--- config.mk ---
export PLATFORM = sky130hd
export DESIGN_NAME = switch_diag_status_control
export DESIGN_NICKNAME = d
export VERILOG_FILES = /design/src/core/diag_pkg.sv /design/src/core/diag_link_if.sv /design/src/core/pool_reset_ctrl.sv /design/src/core/strap_latch.sv /design/src/core/switch_diag_status_control.sv
export SDC_FILE = /design/constraint.sdc
export NUM_CORES = 1
export LEC_CHECK = 0
export BUFFER_PORTS_ARGS = -buffer_cell sky130_fd_sc_hd__buf_2
export CAP_MARGIN = 15
export CORE_UTILIZATION = 39
export CTS_CLUSTER_DIAMETER = 50
export DETAILED_ROUTE_END_ITERATION = 16
export PLACE_DENSITY = 0.61
export SETUP_SLACK_MARGIN = 0.3
export SLEW_MARGIN = 30
export SYNTH_ARGS = -nofsm -noshare
export SYNTH_HDL_FRONTEND = slang
export SYNTH_HIERARCHICAL = 1
export SYNTH_SLANG_ARGS = --single-unit
--- constraint.sdc ---
create_clock -name mclk -period 3.47 [get_ports mclk]
set_input_delay 0.1735 -clock mclk [delete_from_list [all_inputs] [get_ports mclk]]
set_output_delay 0.1735 -clock mclk [all_outputs]
set_load 0.01 [all_outputs]
--- src/core/diag_pkg.sv ---
// Shared register map, field layout and timing constants of the diagnostic register group.
package diag_pkg;
    // Management address width and the printed register offsets.
    localparam int ADDR_W = 12;
    localparam logic [11:0] A_TSEL_LO = 12'hE00;
    localparam logic [11:0] A_TSEL_HI = 12'hE01;
    localparam logic [11:0] A_TOUT_LO = 12'hE02;
    localparam logic [11:0] A_TOUT_HI = 12'hE03;
    localparam logic [11:0] A_MASK = 12'hE10;
    localparam logic [11:0] A_STRAP = 12'hE80;
    localparam logic [11:0] A_WATCH = 12'hE90;
    localparam logic [11:0] A_PSTAT = 12'hEA0;
    localparam logic [11:0] A_CPUST = 12'hEA8;
    localparam logic [11:0] A_UPST = 12'hEAA;
    localparam logic [11:0] A_CLASS = 12'hEAC;
    localparam logic [11:0] A_IRQEN = 12'hEAD;
    localparam logic [11:0] A_QCTL = 12'hEB0;
    localparam logic [11:0] A_QENG = 12'hEBA;
    localparam logic [11:0] A_BIST = 12'hEBB;
    localparam logic [11:0] A_REPAIR = 12'hEBD;
    localparam logic [11:0] A_POOL = 12'hEC0;
    // Register counts.
    localparam int N_MASK = 5;
    localparam int N_STRAP = 4;
    localparam int N_PORTS = 10;
    localparam int N_FE = 8;
    localparam int N_POOLS = 15;
    localparam int N_WATCH = 5;
    // Writable and readable bit masks, and the common reset value.
    localparam logic [7:0] QCTL_MASK = 8'hE3;
    localparam logic [7:0] PSTAT_MASK = 8'hF7;
    localparam logic [15:0] WIDE_MASK = 16'h3FF7;
    localparam logic [7:0] RST_BYTE = 8'h00;
    // Field positions.
    localparam int POOL_ALL_BIT = 4;
    localparam int POOL_GO_BIT = 5;
    localparam logic [3:0] POOL_SEL_NONE = 4'hF;
    // Watchdog window: five seconds at the 50 MHz core clock.
    localparam longint WATCH_TIME_MS = 5000;
    localparam longint CLK_KHZ = 50000;
    localparam int WATCH_CYCLES = int'(WATCH_TIME_MS * CLK_KHZ);
    // Pool reset edge detector states.
    typedef enum logic [0:0] {POOL_WAIT_LOW = 1'b0, POOL_ARMED = 1'b1} pool_state_t;
endpackage

--- src/core/diag_link_if.sv ---
// Carrier between the register group and its strap and pool-reset helpers.
`timescale 1ns/1ps
interface diag_link_if;
    import diag_pkg::*;
    logic [5:0] pool_ctl;
    logic [N_POOLS-1:0] pool_pulse;
    logic [25:0] strap_raw;
    logic [31:0] strap_word;
    modport ctl (output pool_ctl, output strap_raw, input pool_pulse, input strap_word);
    modport pool (input pool_ctl, output pool_pulse);
    modport strap (input strap_raw, output strap_word);
endinterface

--- src/core/pool_reset_ctrl.sv ---
// Edge-triggered buffer pool reset: one pulse per zero-to-one change of the go bit, except with select 4'hF and bit 4 clear.
`timescale 1ns/1ps
module pool_reset_ctrl (
    input wire logic mclk,
    input wire logic sys_rst,
    diag_link_if.pool lk
);
    import diag_pkg::*;
    typedef struct packed {
        pool_state_t st;
        logic [N_POOLS-1:0] pulse;
    } pool_regs_t;
    pool_regs_t s_reg;
    pool_regs_t s_next;
    logic go;
    logic all;
    logic [3:0] sel;

    assign go = lk.pool_ctl[POOL_GO_BIT];
    assign all = lk.pool_ctl[POOL_ALL_BIT];
    assign sel = lk.pool_ctl[3:0];

    // A go bit left high does nothing more until software drops it again.
    always_comb begin
        s_next = s_reg;
        s_next.pulse = '0;
        case (s_reg.st)
            POOL_WAIT_LOW: begin
                if (!go) begin
                    s_next.st = POOL_ARMED;
                end
            end
            POOL_ARMED: begin
                if (go) begin
                    s_next.st = POOL_WAIT_LOW;
                    if (all) begin
                        s_next.pulse = '1;
                    end else if (sel != POOL_SEL_NONE) begin
                        s_next.pulse = N_POOLS'(1) << sel;
                    end
                end
            end
            default: s_next.st = POOL_WAIT_LOW;
        endcase
    end

    always_ff @(posedge mclk) begin
        if (sys_rst) begin
            s_reg <= '{st: POOL_WAIT_LOW, pulse: '0};
        end else begin
            s_reg <= s_next;
        end
    end

    assign lk.pool_pulse = s_reg.pulse;
endmodule

--- src/core/strap_latch.sv ---
// Power-up strap capture with the documented bit reordering.
`timescale 1ns/1ps
module strap_latch (
    input wire logic mclk,
    input wire logic sys_rst,
    diag_link_if.strap lk
);
    import diag_pkg::*;
    typedef struct packed {
        logic done;
        logic [31:0] word;
    } strap_t;
    strap_t s_reg;
    strap_t s_next;

    // Sample once, on the first edge after reset release, then hold forever.
    always_comb begin
        s_next = s_reg;
        if (!s_reg.done) begin
            s_next.done = 1'b1;
            s_next.word = {6'h00, lk.strap_raw[25:16], 1'b0, lk.strap_raw[14:12],
                lk.strap_raw[10], lk.strap_raw[9], lk.strap_raw[11],
                ~lk.strap_raw[8:7], lk.strap_raw[6:0]};
        end
    end

    always_ff @(posedge mclk) begin
        if (sys_rst) begin
            s_reg <= '0;
        end else begin
            s_reg <= s_next;
        end
    end

    assign lk.strap_word = s_reg.word;
endmodule

--- src/core/switch_diag_status_control.sv ---
// Diagnostic and buffer-manager register group of the switch core.
`timescale 1ns/1ps
// Notes on behaviour
// - Test multiplexer output reads as two bytes, low byte first.
// - Five mask bytes; set bits block the automatic timeout reset.
// - Strap bits 15:0 from test pins with fixed inversion and reordering; bit 15 zero.
// - Strap bits 23:16 port transmit enables, 25:24 uplink straps, rest zero.
// - Per-port watch flags for five-second busy machines plus heartbeat seen and timeout.
// - Ports 0-7 status byte: buffer, congestion, WRED and multicast full flags.
// - CPU port sixteen-bit status with per-queue WRED and multicast full flags.
// - Uplink port sixteen-bit status, same layout as the CPU port.
// - Interrupt for each enabled buffer, WRED, multicast or heartbeat condition.
// - Class status byte; enable bit 7 interrupts on no class buffer.
// - Per-port control: bit 0 suspends departures, bit 1 resets the queue.
// - Per-port bits 5, 6, 7 force MAC control, XOFF and XON frames.
// - Queue engine control halts the two machines and stops grant and release.
// - Repair field zero uses detected swap map; nonzero overrides it.
// - Pool select picks port, uplink, shared, class, multicast or CPU pool.
// - Pool-reset bit 4 selects every pool.
// - Pool reset acts only on a zero-to-one change of bit 5.
// - Two registers select the test group for each test output byte.
module switch_diag_status_control #(
    parameter int unsigned WATCH_CYCLES = diag_pkg::WATCH_CYCLES
) (
    input wire logic mclk,
    input wire logic sys_rst,
    input wire logic [diag_pkg::ADDR_W-1:0] cpu_addr,
    input wire logic cpu_wr,
    input wire logic cpu_rd,
    input wire logic [7:0] cpu_wdata,
    output logic [7:0] cpu_rdata,
    input wire logic [15:0] test_mux_out,
    output logic [7:0] test_group_sel_lo,
    output logic [7:0] test_group_sel_hi,
    input wire logic [15:0] strap_test_pins,
    input wire logic [diag_pkg::N_FE-1:0] port_tx_enable_straps,
    input wire logic uplink_tx_enable_strap,
    input wire logic uplink_tx_error_strap,
    input wire logic [diag_pkg::N_PORTS-1:0][diag_pkg::N_WATCH-1:0] port_fsm_busy,
    input wire logic [diag_pkg::N_PORTS-1:0] link_heartbeat_seen,
    input wire logic [diag_pkg::N_PORTS-1:0] link_heartbeat_timeout,
    input wire logic [diag_pkg::N_FE-1:0][7:0] port_buf_status,
    input wire logic [15:0] cpu_port_status,
    input wire logic [15:0] uplink_status,
    input wire logic [3:0] class_status,
    input wire logic [15:0] memory_selftest_result,
    input wire logic [3:0] hw_swap_map,
    output logic irq,
    output logic timeout_reset,
    output logic [diag_pkg::N_PORTS-1:0] port_suspend,
    output logic [diag_pkg::N_PORTS-1:0] port_queue_reset,
    output logic [diag_pkg::N_PORTS-1:0] force_mac_ctrl,
    output logic [diag_pkg::N_PORTS-1:0] force_xoff,
    output logic [diag_pkg::N_PORTS-1:0] force_xon,
    output logic queue_manager_halt,
    output logic multicast_queue_halt,
    output logic grant_stop,
    output logic release_stop,
    output logic [3:0] swap_map,
    output logic [diag_pkg::N_POOLS-1:0] pool_reset_pulse
);
    import diag_pkg::*;

    localparam int TW = $clog2(WATCH_CYCLES);

    // The watch window must be at least two cycles for the tick counter to exist.
    if (WATCH_CYCLES < 2) begin : g_bad_watch
        $error("WATCH_CYCLES must be at least 2.");
    end

    typedef struct packed {
        logic [7:0] sel_lo;
        logic [7:0] sel_hi;
        logic [N_MASK-1:0][7:0] mask;
        logic [N_PORTS-1:0][7:0] qctl;
        logic [3:0] qeng;
        logic [3:0] repair;
        logic [3:0] swap;
        logic [5:0] pool;
        logic [7:0] irq_en;
        logic [7:0] rdata;
        logic irq;
        logic tmo;
        logic [TW-1:0] tick;
        logic [N_PORTS-1:0][N_WATCH-1:0] idle_seen;
        logic [N_PORTS-1:0][N_WATCH-1:0] watch;
    } diag_regs_t;

    diag_regs_t s_reg;
    diag_regs_t s_next;
    diag_link_if lk ();
    logic [7:0] rd_val;
    logic [7:0] cond;
    logic tick_hit;

    // True when the address falls inside a block of n consecutive registers.
    function automatic logic in_block(input logic [11:0] a, input logic [11:0] base, input int n);
        logic [11:0] d;
        d = a - base;
        return (a >= base) && (d < 12'(n));
    endfunction

    // Folds a sixteen-bit CPU or uplink status into the six shared event classes.
    function automatic logic [5:0] fold_wide(input logic [15:0] v);
        return {|v[13:10], v[5] | v[7] | v[9], v[4] | v[6] | v[8], v[2], v[1], v[0]};
    endfunction

    // Folds a fast-port status byte into the same six event classes.
    function automatic logic [5:0] fold_byte(input logic [7:0] v);
        return {v[7] | v[6], v[5], v[4], v[2], v[1], v[0]};
    endfunction

    // Straps travel to the latch as one word; the latch owns the reordering.
    assign lk.strap_raw = {uplink_tx_error_strap, uplink_tx_enable_strap, port_tx_enable_straps, strap_test_pins};
    assign lk.pool_ctl = s_reg.pool;

    strap_latch u_strap (
        .mclk(mclk),
        .sys_rst(sys_rst),
        .lk(lk.strap)
    );

    pool_reset_ctrl u_pool (
        .mclk(mclk),
        .sys_rst(sys_rst),
        .lk(lk.pool)
    );

    // Event classes from the live status inputs; nothing here is sticky.
    always_comb begin
        logic [5:0] acc;
        acc = fold_wide(cpu_port_status) | fold_wide(uplink_status);
        for (int p = 0; p < N_FE; p++) begin
            acc = acc | fold_byte(port_buf_status[p]);
        end
        cond = {|class_status[3:1], |link_heartbeat_timeout, acc};
    end

    // Read multiplexer; status is sampled at the read, unmapped addresses return zero.
    always_comb begin
        logic [3:0] i;
        i = 4'h0;
        rd_val = RST_BYTE;
        if (cpu_addr == A_TSEL_LO) begin
            rd_val = s_reg.sel_lo;
        end else if (cpu_addr == A_TSEL_HI) begin
            rd_val = s_reg.sel_hi;
        end else if (cpu_addr == A_TOUT_LO) begin
            rd_val = test_mux_out[7:0];
        end else if (cpu_addr == A_TOUT_HI) begin
            rd_val = test_mux_out[15:8];
        end else if (in_block(cpu_addr, A_MASK, N_MASK)) begin
            i = 4'(cpu_addr - A_MASK);
            rd_val = s_reg.mask[i];
        end else if (in_block(cpu_addr, A_STRAP, N_STRAP)) begin
            i = 4'(cpu_addr - A_STRAP);
            rd_val = lk.strap_word[i[1:0]*8 +: 8];
        end else if (in_block(cpu_addr, A_WATCH, N_PORTS)) begin
            i = 4'(cpu_addr - A_WATCH);
            rd_val = {link_heartbeat_timeout[i], link_heartbeat_seen[i], 1'b0, s_reg.watch[i]};
        end else if (in_block(cpu_addr, A_PSTAT, N_FE)) begin
            i = 4'(cpu_addr - A_PSTAT);
            rd_val = port_buf_status[i[2:0]] & PSTAT_MASK;
        end else if (cpu_addr == A_CPUST) begin
            rd_val = cpu_port_status[7:0] & WIDE_MASK[7:0];
        end else if (cpu_addr == A_CPUST + 12'h001) begin
            rd_val = cpu_port_status[15:8] & WIDE_MASK[15:8];
        end else if (cpu_addr == A_UPST) begin
            rd_val = uplink_status[7:0] & WIDE_MASK[7:0];
        end else if (cpu_addr == A_UPST + 12'h001) begin
            rd_val = uplink_status[15:8] & WIDE_MASK[15:8];
        end else if (cpu_addr == A_CLASS) begin
            rd_val = {4'h0, class_status};
        end else if (cpu_addr == A_IRQEN) begin
            rd_val = s_reg.irq_en;
        end else if (in_block(cpu_addr, A_QCTL, N_PORTS)) begin
            i = 4'(cpu_addr - A_QCTL);
            rd_val = s_reg.qctl[i];
        end else if (cpu_addr == A_QENG) begin
            rd_val = {4'h0, s_reg.qeng};
        end else if (cpu_addr == A_BIST) begin
            rd_val = memory_selftest_result[7:0];
        end else if (cpu_addr == A_BIST + 12'h001) begin
            rd_val = memory_selftest_result[15:8];
        end else if (cpu_addr == A_REPAIR) begin
            rd_val = {4'h0, s_reg.repair};
        end else if (cpu_addr == A_POOL) begin
            rd_val = {2'b00, s_reg.pool};
        end
    end

    assign tick_hit = (s_reg.tick == TW'(WATCH_CYCLES - 1));

    // Register writes, watchdog windows, timeout reset and interrupt level.
    always_comb begin
        logic [3:0] i;
        logic [N_MASK*8-1:0] fe_watch;
        logic unmasked;
        i = 4'h0;
        s_next = s_reg;
        if (cpu_rd) begin
            s_next.rdata = rd_val;
        end
        if (cpu_wr) begin
            if (cpu_addr == A_TSEL_LO) begin
                s_next.sel_lo = cpu_wdata;
            end else if (cpu_addr == A_TSEL_HI) begin
                s_next.sel_hi = cpu_wdata;
            end else if (in_block(cpu_addr, A_MASK, N_MASK)) begin
                i = 4'(cpu_addr - A_MASK);
                s_next.mask[i] = cpu_wdata;
            end else if (cpu_addr == A_IRQEN) begin
                s_next.irq_en = cpu_wdata;
            end else if (in_block(cpu_addr, A_QCTL, N_PORTS)) begin
                i = 4'(cpu_addr - A_QCTL);
                s_next.qctl[i] = cpu_wdata & QCTL_MASK;
            end else if (cpu_addr == A_QENG) begin
                s_next.qeng = cpu_wdata[3:0];
            end else if (cpu_addr == A_REPAIR) begin
                s_next.repair = cpu_wdata[3:0];
            end else if (cpu_addr == A_POOL) begin
                s_next.pool = cpu_wdata[5:0];
            end
        end
        // A machine is flagged once it has been busy through a whole window;
        // the flag drops as soon as the machine goes idle.
        s_next.tick = tick_hit ? '0 : s_reg.tick + TW'(1);
        for (int p = 0; p < N_PORTS; p++) begin
            for (int k = 0; k < N_WATCH; k++) begin
                if (tick_hit) begin
                    s_next.watch[p][k] = !s_reg.idle_seen[p][k] && port_fsm_busy[p][k];
                    s_next.idle_seen[p][k] = !port_fsm_busy[p][k];
                end else begin
                    s_next.watch[p][k] = s_reg.watch[p][k] && port_fsm_busy[p][k];
                    s_next.idle_seen[p][k] = s_reg.idle_seen[p][k] || !port_fsm_busy[p][k];
                end
            end
        end
        // Fast ports map one mask bit per machine; CPU and uplink machines are not maskable.
        fe_watch = s_reg.watch[N_FE-1:0];
        unmasked = |(fe_watch & ~s_reg.mask) || |s_reg.watch[N_PORTS-1:N_FE];
        s_next.tmo = unmasked;
        s_next.irq = |(cond & s_reg.irq_en);
        s_next.swap = (s_reg.repair == 4'h0) ? hw_swap_map : s_reg.repair;
    end

    always_ff @(posedge mclk) begin
        if (sys_rst) begin
            s_reg <= '0;
        end else begin
            s_reg <= s_next;
        end
    end

    // Control fields drive the queue and memory logic straight from the registers.
    always_comb begin
        for (int p = 0; p < N_PORTS; p++) begin
            port_suspend[p] = s_reg.qctl[p][0];
            port_queue_reset[p] = s_reg.qctl[p][1];
            force_mac_ctrl[p] = s_reg.qctl[p][5];
            force_xoff[p] = s_reg.qctl[p][6];
            force_xon[p] = s_reg.qctl[p][7];
        end
    end

    assign queue_manager_halt = s_reg.qeng[0];
    assign multicast_queue_halt = s_reg.qeng[1];
    assign grant_stop = s_reg.qeng[2];
    assign release_stop = s_reg.qeng[3];
    assign cpu_rdata = s_reg.rdata;
    assign test_group_sel_lo = s_reg.sel_lo;
    assign test_group_sel_hi = s_reg.sel_hi;
    assign irq = s_reg.irq;
    assign timeout_reset = s_reg.tmo;
    assign swap_map = s_reg.swap;
    assign pool_reset_pulse = lk.pool_pulse;
endmodule

==> results of run 1 <==
## worst max path at each step
stage / cells after the start / start / to
2_1_floorplan: 12 / cpu_addr[6] / port_queue_reset[2]
3_3_place_gp: 10 / cpu_addr[0] / cpu_rdata[5]
3_5_place_dp: 10 / cpu_addr[8] / force_mac_ctrl[2]
4_1_cts: 8 / force_mac_ctrl[3] / cpu_rdata[5]
5_1_grt: 10 / cpu_addr[8] / port_queue_reset[2]
6_report: 8 / force_mac_ctrl[7] / cpu_rdata[5]
## final cells by class
cell class | count | area (sq um) | share of cell area
inverters | 56 | 210 | 0.0105
multi-input cells | 1311 | 8630 | 0.432
flip-flops and latches | 312 | 6250 | 0.313
well taps | 539 | 674 | 0.0338
diodes | 3 | 7.51 | 0.000376
clock buffers | 53 | 1130 | 0.0566
repair buffers | 457 | 2830 | 0.142
clock inverters | 20 | 231 | 0.0116
## cell families (layout without fill, tap and decap cells)
kind of cell / count (synthesis) / count (layout) / share of synthesized area
AO/OA/AOI/OAI: 367 / 367 / 0.136
other: 1 / 10 / 0.000227
XOR/XNOR: 25 / 25 / 0.0132
AND/OR/NAND/NOR: 724 / 724 / 0.221
flip-flops: 312 / 312 / 0.377
multiplexers: 182 / 182 / 0.143
buffers and inverters: 313 / 586 / 0.104
adder cells (fa/ha/maj): 6 / 6 / 0.00454
## cell usage after synthesis, types with 4 or more instances
| library cell | instances |
|---|---|
| nor2b_1 | 7 |
| inv_1 | 54 |
| xor2_1 | 16 |
| a31oi_1 | 13 |
| nand2b_1 | 12 |
| o22ai_1 | 19 |
| buf_4 | 125 |
| mux4_2 | 43 |
| dfxtp_1 | 312 |
| buf_2 | 21 |
| o21ai_0 | 28 |
| xnor2_1 | 9 |
| nand3b_1 | 4 |
| a2111oi_0 | 6 |
| a222oi_1 | 4 |
| mux2i_1 | 128 |
| buf_1 | 13 |
| a221oi_1 | 19 |
| nor3_4 | 6 |
| a211o_1 | 4 |
| nand3_1 | 73 |
| nor4_1 | 28 |
| o21bai_1 | 4 |
| a22oi_1 | 16 |
| a21oi_1 | 200 |
| o221ai_1 | 12 |
| or4b_1 | 4 |
| and2_1 | 5 |
| mux2_2 | 11 |
| nand4b_1 | 5 |
| clkbuf_1 | 93 |
| nand2_1 | 172 |
| nand4_1 | 22 |
| or3_1 | 7 |
| ha_1 | 6 |
| nand4bb_1 | 6 |
| nor3b_1 | 56 |
| a211oi_1 | 9 |
| and3_1 | 14 |
| nor3_1 | 27 |
| nor2_1 | 243 |
## stage by stage
| stage | hold WS [ps] | total power, mW | cells | worst slack, ps |
|---|---|---|---|---|
| floorplan | 240 | 4.18 | 1936 | 661 |
| global placement | 359 | 4.49 | 2595 | 439 |
| detailed placement | 364 | 4.50 | 2595 | 412 |
| CTS | 2.76 | 8.84 | 2748 | 856 |
| global route | 32.1 | 9.03 | 2750 | 721 |
| finish | 20.9 | 8.77 | 2751 | 864 |
## placed cells by master (no fill, tap or decap), types with 27 or more instances in the layout
cell type,netlist,final
dfxtp_1,312,312
nor3_1,27,27
mux4_2,43,43
nor3b_1,56,56
nand3_1,73,73
nor4_1,28,27
buf_2,21,336
mux2i_1,128,128
clkbuf_16,0,40
buf_4,125,37
dlygate4sd3_1,0,80
inv_1,54,54
a21oi_1,200,200
nand2_1,172,172
nor2_1,243,243
o21ai_0,28,28
## power groups by stage
stage | registers [mW] | clock network, mW | logic (mW)
5_1_grt | 3.69 | 4.47 | 0.870
3_5_place_dp | 3.77 | 0 | 0.737
6_report | 3.69 | 4.26 | 0.825
4_1_cts | 3.69 | 4.34 | 0.812
2_1_floorplan | 3.76 | 0 | 0.421
3_3_place_gp | 3.76 | 0 | 0.730
## tightest hold or removal path, cell delays in order
cell      delay (ps)
buf_2             80
a211oi_1          50
nand3_1           80
a21oi_1           40
a21oi_1          120
## what timing repair did
action / CTS / global route
gates resized for setup: 0 / 0
hold buffers: 80 / 0
hold endpoints to repair: 130 / 0
## metal layers
| metal | global-route usage | vias up | wire, um |
|---|---|---|---|
| met2 | 0.460 | 766 | 28900 |
| met1 | 0.356 | 7453 | 25900 |
| met4 | 0.0978 | 6 | 2080 |
| met3 | 0.0688 | 128 | 5830 |
| met5 | 0 | - | 34 |
| li1 | - | 7261 | - |
==> results.yml, run 1 <==
finish:
  fill_cells: 4081
  nets: 2440
  synthToLayoutAreaGrowth_pct: 20.6
  final_util: 0.476
  stdcell_area_sq_um: 20000
  largest_register_ffs: 180
  layout-drive-gt1-share: 0.239
critical_path:
  critPathArrivalTime_ps: 3060
  cp_num_buf_inv: 1
  worstRegToRegCells: 8
  path_class: "reg2reg"
  critPathSlowestCell: "a2111oi_0"
  crit_required_ps: 3920
  crit_fanout: 3
  start_kind: "flip-flop"
  cp-end-kind: "flip-flop"
  path_cells: "mux4_2, nand2_1, a22oi_1, a2111oi_0, buf_4, o2111a_1, o21ai_0, o2bb2ai_1"
  r2r_setup_slack_ps: 860
  critPathTopFamily: "compound AO/OA/AOI/OAI gates"
  max_stage_delay_ps: 730
  reg2reg_from: "force_mac_ctrl[7]"
  timing.rr.end: "cpu_rdata[5]"
sta:
  fin_worst_skew_ps: 38.9
  min_period_ps: 2610
  max_freq_ghz: 0.384
  setup_viol: 0
  worst_slew_pin_slew_ps: 1050
  final.period_utilization: 0.751
  tns_ps: 0
  slew_headroom: 0.293
  rsz0062_at_grt: "no"
  hold_viol: 0
  drv_slew: 0
grt:
  grt_use_total: 0.280
  overflow: 0
  grt_max_degree: 151
  antenna_found_initial: 6
  grt_pass1_vias: 14600
  grt_pass1_wl_mm: 91.9
hold_path:
  min-delay-start: "test_mux_out[10]"
  timing.hold.worst_path_depth: 5
  hold_path_end: "cpu_rdata[2]"
  min_path_type: "in2reg"
clock_network:
  clkLatencyLatePin_ps: 580
  clk_pin_slew_worst_paths_ps: 60
  tritoncts: "done"
  post_cts.repair.setup_buffers: 0
  cts_buffers: 40
  htree_levels: 2
  clk_path_buf_depth: 3
  cts_root_buf: "clkbuf_16"
  clock-sinks: 312
power_and_ir_drop:
  p_comb_frac: 0.094
  vdd_ir_drop_max_uv: 295
  p_leak_nw: 8.17
  power.share.sequential: 0.420
  p_per_area_nw_per_um2: 439
  intPower_mw: 6.55
  p_sw_frac: 0.254
  power_switching_mw: 2.23
  p_clk_frac: 0.486
synthesis:
  synthFlopType: "dfxtp_1"
  yosys_warnings: 6
  synth_edf_count: 0
  synth_area_leaders: "dfxtp_1, mux2i_1, a21oi_1"
  synth_top_area_share: 0.377
  syn_area_sq_um: 16600
  async_flop_share: 0
  avgSynthCellArea_sq_um: 8.58
  ys_types: 88
  synth_top_area_cell: "dfxtp_1"
  yosysSeqAreaShare: 0.377
  synth_cells: 1930
  ys_ff_latch: 312
floorplan:
  die-area_sq_um: 43300
  io_pins: 355
  dieWidth_um: 208
  die_h_um: 208
  start_util: 0.395
  rows: 75
  coreArea_sq_um: 41900
route:
  ant_nets: 0
  avgViaCountPerCell: 5.68
  post-route-drc-count: 0
  firstDrtPassIters: 6
  drt_iter0_drc: 1463
  finalWirelength_mm: 62.8
  vias: 15600
  avgRoutedWirePerCell_um: 22.8
place:
  place_area_sq_um: 17800
  routabilityCongestion: 0.981
  dp_hpwl_mm: 46.9
  portBuffers: 339
run_status:
  status: "finished clean"
flow_run:
  maxCapViolCount: 0
Power figures use the tool's default switching activity.
==> run 2: changes to the inputs <==
clock period = 2.65 ns   (was 3.47 ns; I/O delays follow)
==> run 2 against run 1 <==
Against the previous run: first-iteration DRC count decreased by 7.2%; setup slack got worse by 450 ps; highest routed layer is now met4; count of clock-buffer cells in the layout increased by 2; wire length increased by 5.1%; global-route usage increased by 1.2 points; flip-flop and latch count unchanged; worst hold slack improved by 4.4 ps; power increased by 31%; die area unchanged; final cell count increased by 3.9%; sequential power increased by 31%.
==> results.yml, run 2 (synthesis results as in run 1) <==
clock_network:
  clk_pin_slew_worst_paths_ps: 60
  htree_levels: 2
  cts_root_buf: "clkbuf_16"
  clock-sinks: 312
  clkLatencyLatePin_ps: 570
  cts_buffers: 39
  tritoncts: "done"
  clk_path_buf_depth: 3
sta:
  fin_worst_skew_ps: 28.8
  slew_headroom: 0.477
  rsz0062_at_grt: "no"
  max_freq_ghz: 0.448
  final.period_utilization: 0.842
  min_period_ps: 2230
  drv_slew: 0
  tns_ps: 0
  worst_slew_pin_slew_ps: 765
  setup_viol: 0
  hold_viol: 0
flow_run:
  maxCapViolCount: 0
finish:
  synthToLayoutAreaGrowth_pct: 27.2
  final_common_cell: "buf_2"
  nets: 2548
  largest_register_ffs: 180
  fill_cells: 3910
  final_cell_mix: "buf_2, dfxtp_1, nor2_1, a21oi_1, nand2_1"
  layout-drive-gt1-share: 0.278
route:
  avgViaCountPerCell: 5.64
  ant_nets: 0
  firstDrtPassIters: 5
  finalWirelength_mm: 65.9
  avgRoutedWirePerCell_um: 23.1
  drt_iter0_drc: 1358
  post-route-drc-count: 0
  vias: 16100
power_and_ir_drop:
  p_leak_nw: 8.76
  power.total_mw: 11.5
  p_per_area_nw_per_um2: 546
  vdd_ir_drop_max_uv: 476
grt:
  grt_pass1_vias: 15600
  antenna_found_initial: 3
  grt_pass1_wl_mm: 95.9
  overflow: 0
  grt_max_degree: 118
  grt_use_total: 0.292
critical_path:
  reg2reg_from: "force_mac_ctrl[4]"
  crit_required_ps: 3080
  start_kind: "input port"
  critPathSlowestCell: "a211oi_1"
  max_stage_delay_ps: 420
  path_class: "in2reg"
  critPathLaunch: "cpu_addr[6]"
  path_depth: 11
  critPathTopFamily: "simple AND/OR/NAND/NOR gates"
  critPathArrivalTime_ps: 2660
  crit_fanout: 9
  cp_num_buf_inv: 3
  worstRegToRegCells: 7
  path_cells: "buf_2, inv_6, ha_2, or3b_4, nand4b_1, or2_1, buf_4, a2bb2oi_1, nand3_1, a211oi_1, nor3_1"
  cp-end-kind: "flip-flop"
hold_path:
  timing.hold.worst_path_depth: 3
  min_path_type: "in2reg"
  min-delay-start: "test_mux_out[3]"
floorplan:
  dieWidth_um: 208
  rows: 75
  die_h_um: 208
  coreArea_sq_um: 41900
  start_util: 0.395
  io_pins: 355
  die-area_sq_um: 43300
run_status:
  status: "finished clean"
place:
  routabilityCongestion: 0.993
  portBuffers: 339
  dp_hpwl_mm: 49.6
==> run 2: cell types whose count changed in the layout (fill, tap and decap cells not counted), moves of 4 or more <==
cell | previous run | this run
buf_12 | 3 | 10
buf_4 | 37 | 124
buf_6 | 0 | 5
dlygate4sd3_1 | 80 | 86
clkinv_2 | 7 | 2
clkbuf_8 | 9 | 13
==> run 2: path summary, 6_finish.rpt <==
kind	end	slack (ps)
max	cpu_rdata[0]	420
min	cpu_rdata[3]	30
max reg2reg	cpu_rdata[5]	420
min reg2reg	s_reg[50]	450
==> run 2: power by group <==
| group | internal [mW] | switching, mW | leakage [nW] | total (mW) |
|---|---|---|---|---|
| Sequential | 4.78 | 0.0468 | 2.54 | 4.83 |
| Clock | 3.29 | 2.23 | 0.659 | 5.52 |
| Combinational | 0.509 | 0.651 | 5.56 | 1.16 |
==> run 2: final cells by class <==
class                   instances  area (sq um)  area share
well taps                     539           674      0.0320
repair buffers                566          3850       0.183
flip-flops and latches        312          6250       0.297
diodes                          4          10.0    0.000475
multi-input cells            1311          8710       0.413
clock inverters                16           203     0.00962
clock buffers                  55          1160      0.0549
inverters                      56           215      0.0102
==> run 2: metrics by stage <==
step           std cells  utilization  area, sq um  setup slack [ps]  hold WS [ps]
2_1_floorplan       1936            -        16700               256           199
3_3_place_gp        2686        0.445        18700              -106           317
3_5_place_dp        2686        0.445        18700              -115           322
4_1_cts             2843        0.498        20900               312          2.55
5_1_grt             2856        0.502        21100               303          30.2
6_report            2859        0.502        21100               418          25.4
==> run 2: timing repair <==
action / 4_1_cts / 5_1_grt
endpoints found under the setup margin: 1 / 62
cloned: 0 / 6
pin swaps: 0 / 3
resized for setup: 1 / 9
setup buffers: 0 / 6
endpoints found under the hold margin: 148 / 0
hold buffers: 86 / 0
==> run 2: worst reg2reg max path: cells and delay by family (launching register included) <==
| kind | cells | cell delay (ps) |
|---|---|---|
| DFF | 1 | 340 |
| and+or+nand+nor | 1 | 100 |
| AOI/OAI and AO/OA | 5 | 1190 |
| muxes | 1 | 480 |
==> run 2: metal layers <==
metal	global-route usage	vias to the layer above	share of wire
met5	0	-	0
met4	0.117	0	0.038
met3	0.0571	132	0.071
met2	0.486	701	0.47
met1	0.370	7832	0.42
li1	-	7463	-
==> run 3: changes to the inputs <==
PLACE_DENSITY = 0.64   (was 0.61)
clock period = 2 ns   (was 2.65 ns; I/O delays follow)
==> run 3 against run 2 <==
Against the previous run: the run now ends with setup timing left; utilization rose by 5.2 points; sequential power rose by 33%; power increased by 35%; worst hold slack got worse by 17 ps; register-to-register slack worse by 470 ps; count of clock-buffer cells in the layout is 1 higher; design area is 10% higher; clock power is 34% higher; setup slack got worse by 470 ps; wire length up 1.2%; sequential share of layout area is 2.7 points lower; via count grew 4.6%; highest routed layer unchanged.
==> results.yml, run 3 (synthesis results as in run 1) <==
run_status:
  status: "finished with violations"
  violations: "setup timing"
hold_path:
  min-delay-start: "port_buf_status[57]"
  min_path_type: "in2reg"
  hold_path_end: "irq"
  timing.hold.worst_path_depth: 5
floorplan:
  start_util: 0.395
  io_pins: 355
  die_h_um: 208
  rows: 75
  dieWidth_um: 208
  die-area_sq_um: 43300
  coreArea_sq_um: 41900
route:
  avgViaCountPerCell: 5.62
  firstDrtPassIters: 7
  avgRoutedWirePerCell_um: 22.2
  post-route-drc-count: 0
  drt_iter0_drc: 1313
  vias: 16900
  ant_nets: 0
  finalWirelength_mm: 66.7
sta:
  setup_viol: 17
  fin_worst_skew_ps: 28.3
  final.period_utilization: 1.03
  worst_slew_pin_slew_ps: 740
  slew_headroom: 0.507
  layout_setup_ws_ps: -50.9
  hold_viol: 0
  hold_ws_ps: 8.04
  rsz0062_at_grt: "yes"
  tns_ps: -299
  max_freq_ghz: 0.488
  drv_slew: 0
  min_period_ps: 2050
critical_path:
  path_cells: "or4b_4, nor4_4, nand4_1, buf_12, buf_12, buf_4, a21oi_4, nor3b_2"
  reg2reg_from: "s_reg[116]"
  worstRegToRegCells: 8
  critPathSlowestCell: "or4b_4"
  path_class: "reg2reg"
  start_kind: "flip-flop"
  path_common_cell: "buf_12"
  r2r_setup_slack_ps: -50
  max_stage_delay_ps: 550
  critPathTopFamily: "simple AND/OR/NAND/NOR gates"
  timing.rr.end: "s_reg[35]"
  crit_required_ps: 2440
  cp_num_buf_inv: 3
  critPathArrivalTime_ps: 2490
  cp-end-kind: "flip-flop"
  path_depth: 8
  crit_fanout: 25
clock_network:
  cts_buffers: 41
  clkLatencyLatePin_ps: 580
  htree_levels: 2
  clock-sinks: 312
  clk_path_buf_depth: 3
  cts_root_buf: "clkbuf_16"
  tritoncts: "done"
  clk_pin_slew_worst_paths_ps: 50
grt:
  grt_pass1_wl_mm: 97.8
  overflow: 0
  grt_use_total: 0.295
  grt_max_degree: 79
  antenna_found_initial: 1
  grt_pass1_vias: 16300
power_and_ir_drop:
  p_leak_nw: 9.72
  power.total_mw: 15.5
  p_per_area_nw_per_um2: 666
  vdd_ir_drop_max_uv: 572
finish:
  synthToLayoutAreaGrowth_pct: 40.4
  nets: 2691
  layout-drive-gt1-share: 0.391
  final_util: 0.554
  final_cell_mix: "buf_2, dfxtp_1, buf_4, nor2_1, nand2_1"
  largest_register_ffs: 180
  final_common_cell: "buf_2"
place:
  dp_hpwl_mm: 49.5
  routabilityCongestion: 0.952
  place_ws_ps: -576
  portBuffers: 339
flow_run:
  maxCapViolCount: 0
==> run 3: cell count changes in the layout (fill, tap and decap cells not counted), moves of 22 or more <==
cell / before / now
buf_4: 124 / 239
a21oi_1: 200 / 150
a21oi_2: 1 / 48
nor2_1: 242 / 207
nor2_2: 2 / 31
nor3b_1: 54 / 30
nor3b_2: 3 / 25
==> run 3: what timing repair did <==
item,CTS,global route
resized for setup,76,115
endpoints found under the setup margin,170,234
setup buffers,6,6
endpoints found under the hold margin,149,0
hold buffers,90,0
gates cloned,2,2
pin swaps,30,28
==> run 3: through the flow <==
step / std cells / instance area [sq um]
after global routing: 3000 / 23200
after global placement: 2819 / 20000
after detailed placement: 2819 / 20000
after CTS: 2991 / 22700
final: 3000 / 23200
after floorplan: 1936 / 17200
==> run 3: worst max-delay path by stage <==
stage,slack [ps],from,to
finish,-50,s_reg[116],s_reg[35]
global route,-150,s_reg[116],s_reg[35]
floorplan,-360,cpu_addr[6],port_queue_reset[2]
detailed placement,-580,cpu_addr[2],cpu_rdata[1]
CTS,-1,force_mac_ctrl[3],cpu_rdata[5]
global placement,-690,cpu_addr[2],cpu_rdata[1]
==> run 3: report_power, final <==
group	leakage (nW)	switching [mW]	internal [mW]
registers	2.55	0.0781	6.34
logic	6.51	0.896	0.776
clock network	0.663	3.04	4.36
total	9.72	4.02	11.5
==> run 3: worst min-delay path: stages <==
cell and delay [ps]:
buf_2 90, nor2_1 30, nand3_1 70, a222oi_1 80, a31oi_1 170
==> run 3: final cells by class <==
class / instances / area (sq um)
diodes: 1 / 2.50
clock buffers: 56 / 1180
clock inverters: 18 / 194
fillers: 3730 / 18700
inverters: 56 / 220
multi-input cells: 1311 / 9580
flip-flops and latches: 312 / 6270
well taps: 539 / 674
repair buffers: 707 / 5130
==> run 3: layer usage <==
layer,up-vias,wire length (um),GRT usage
met5,-,0,0
met4,0,2290,0.102
met3,155,5300,0.0602
met2,730,31700,0.486
met1,8217,27400,0.384
li1,7771,-,-
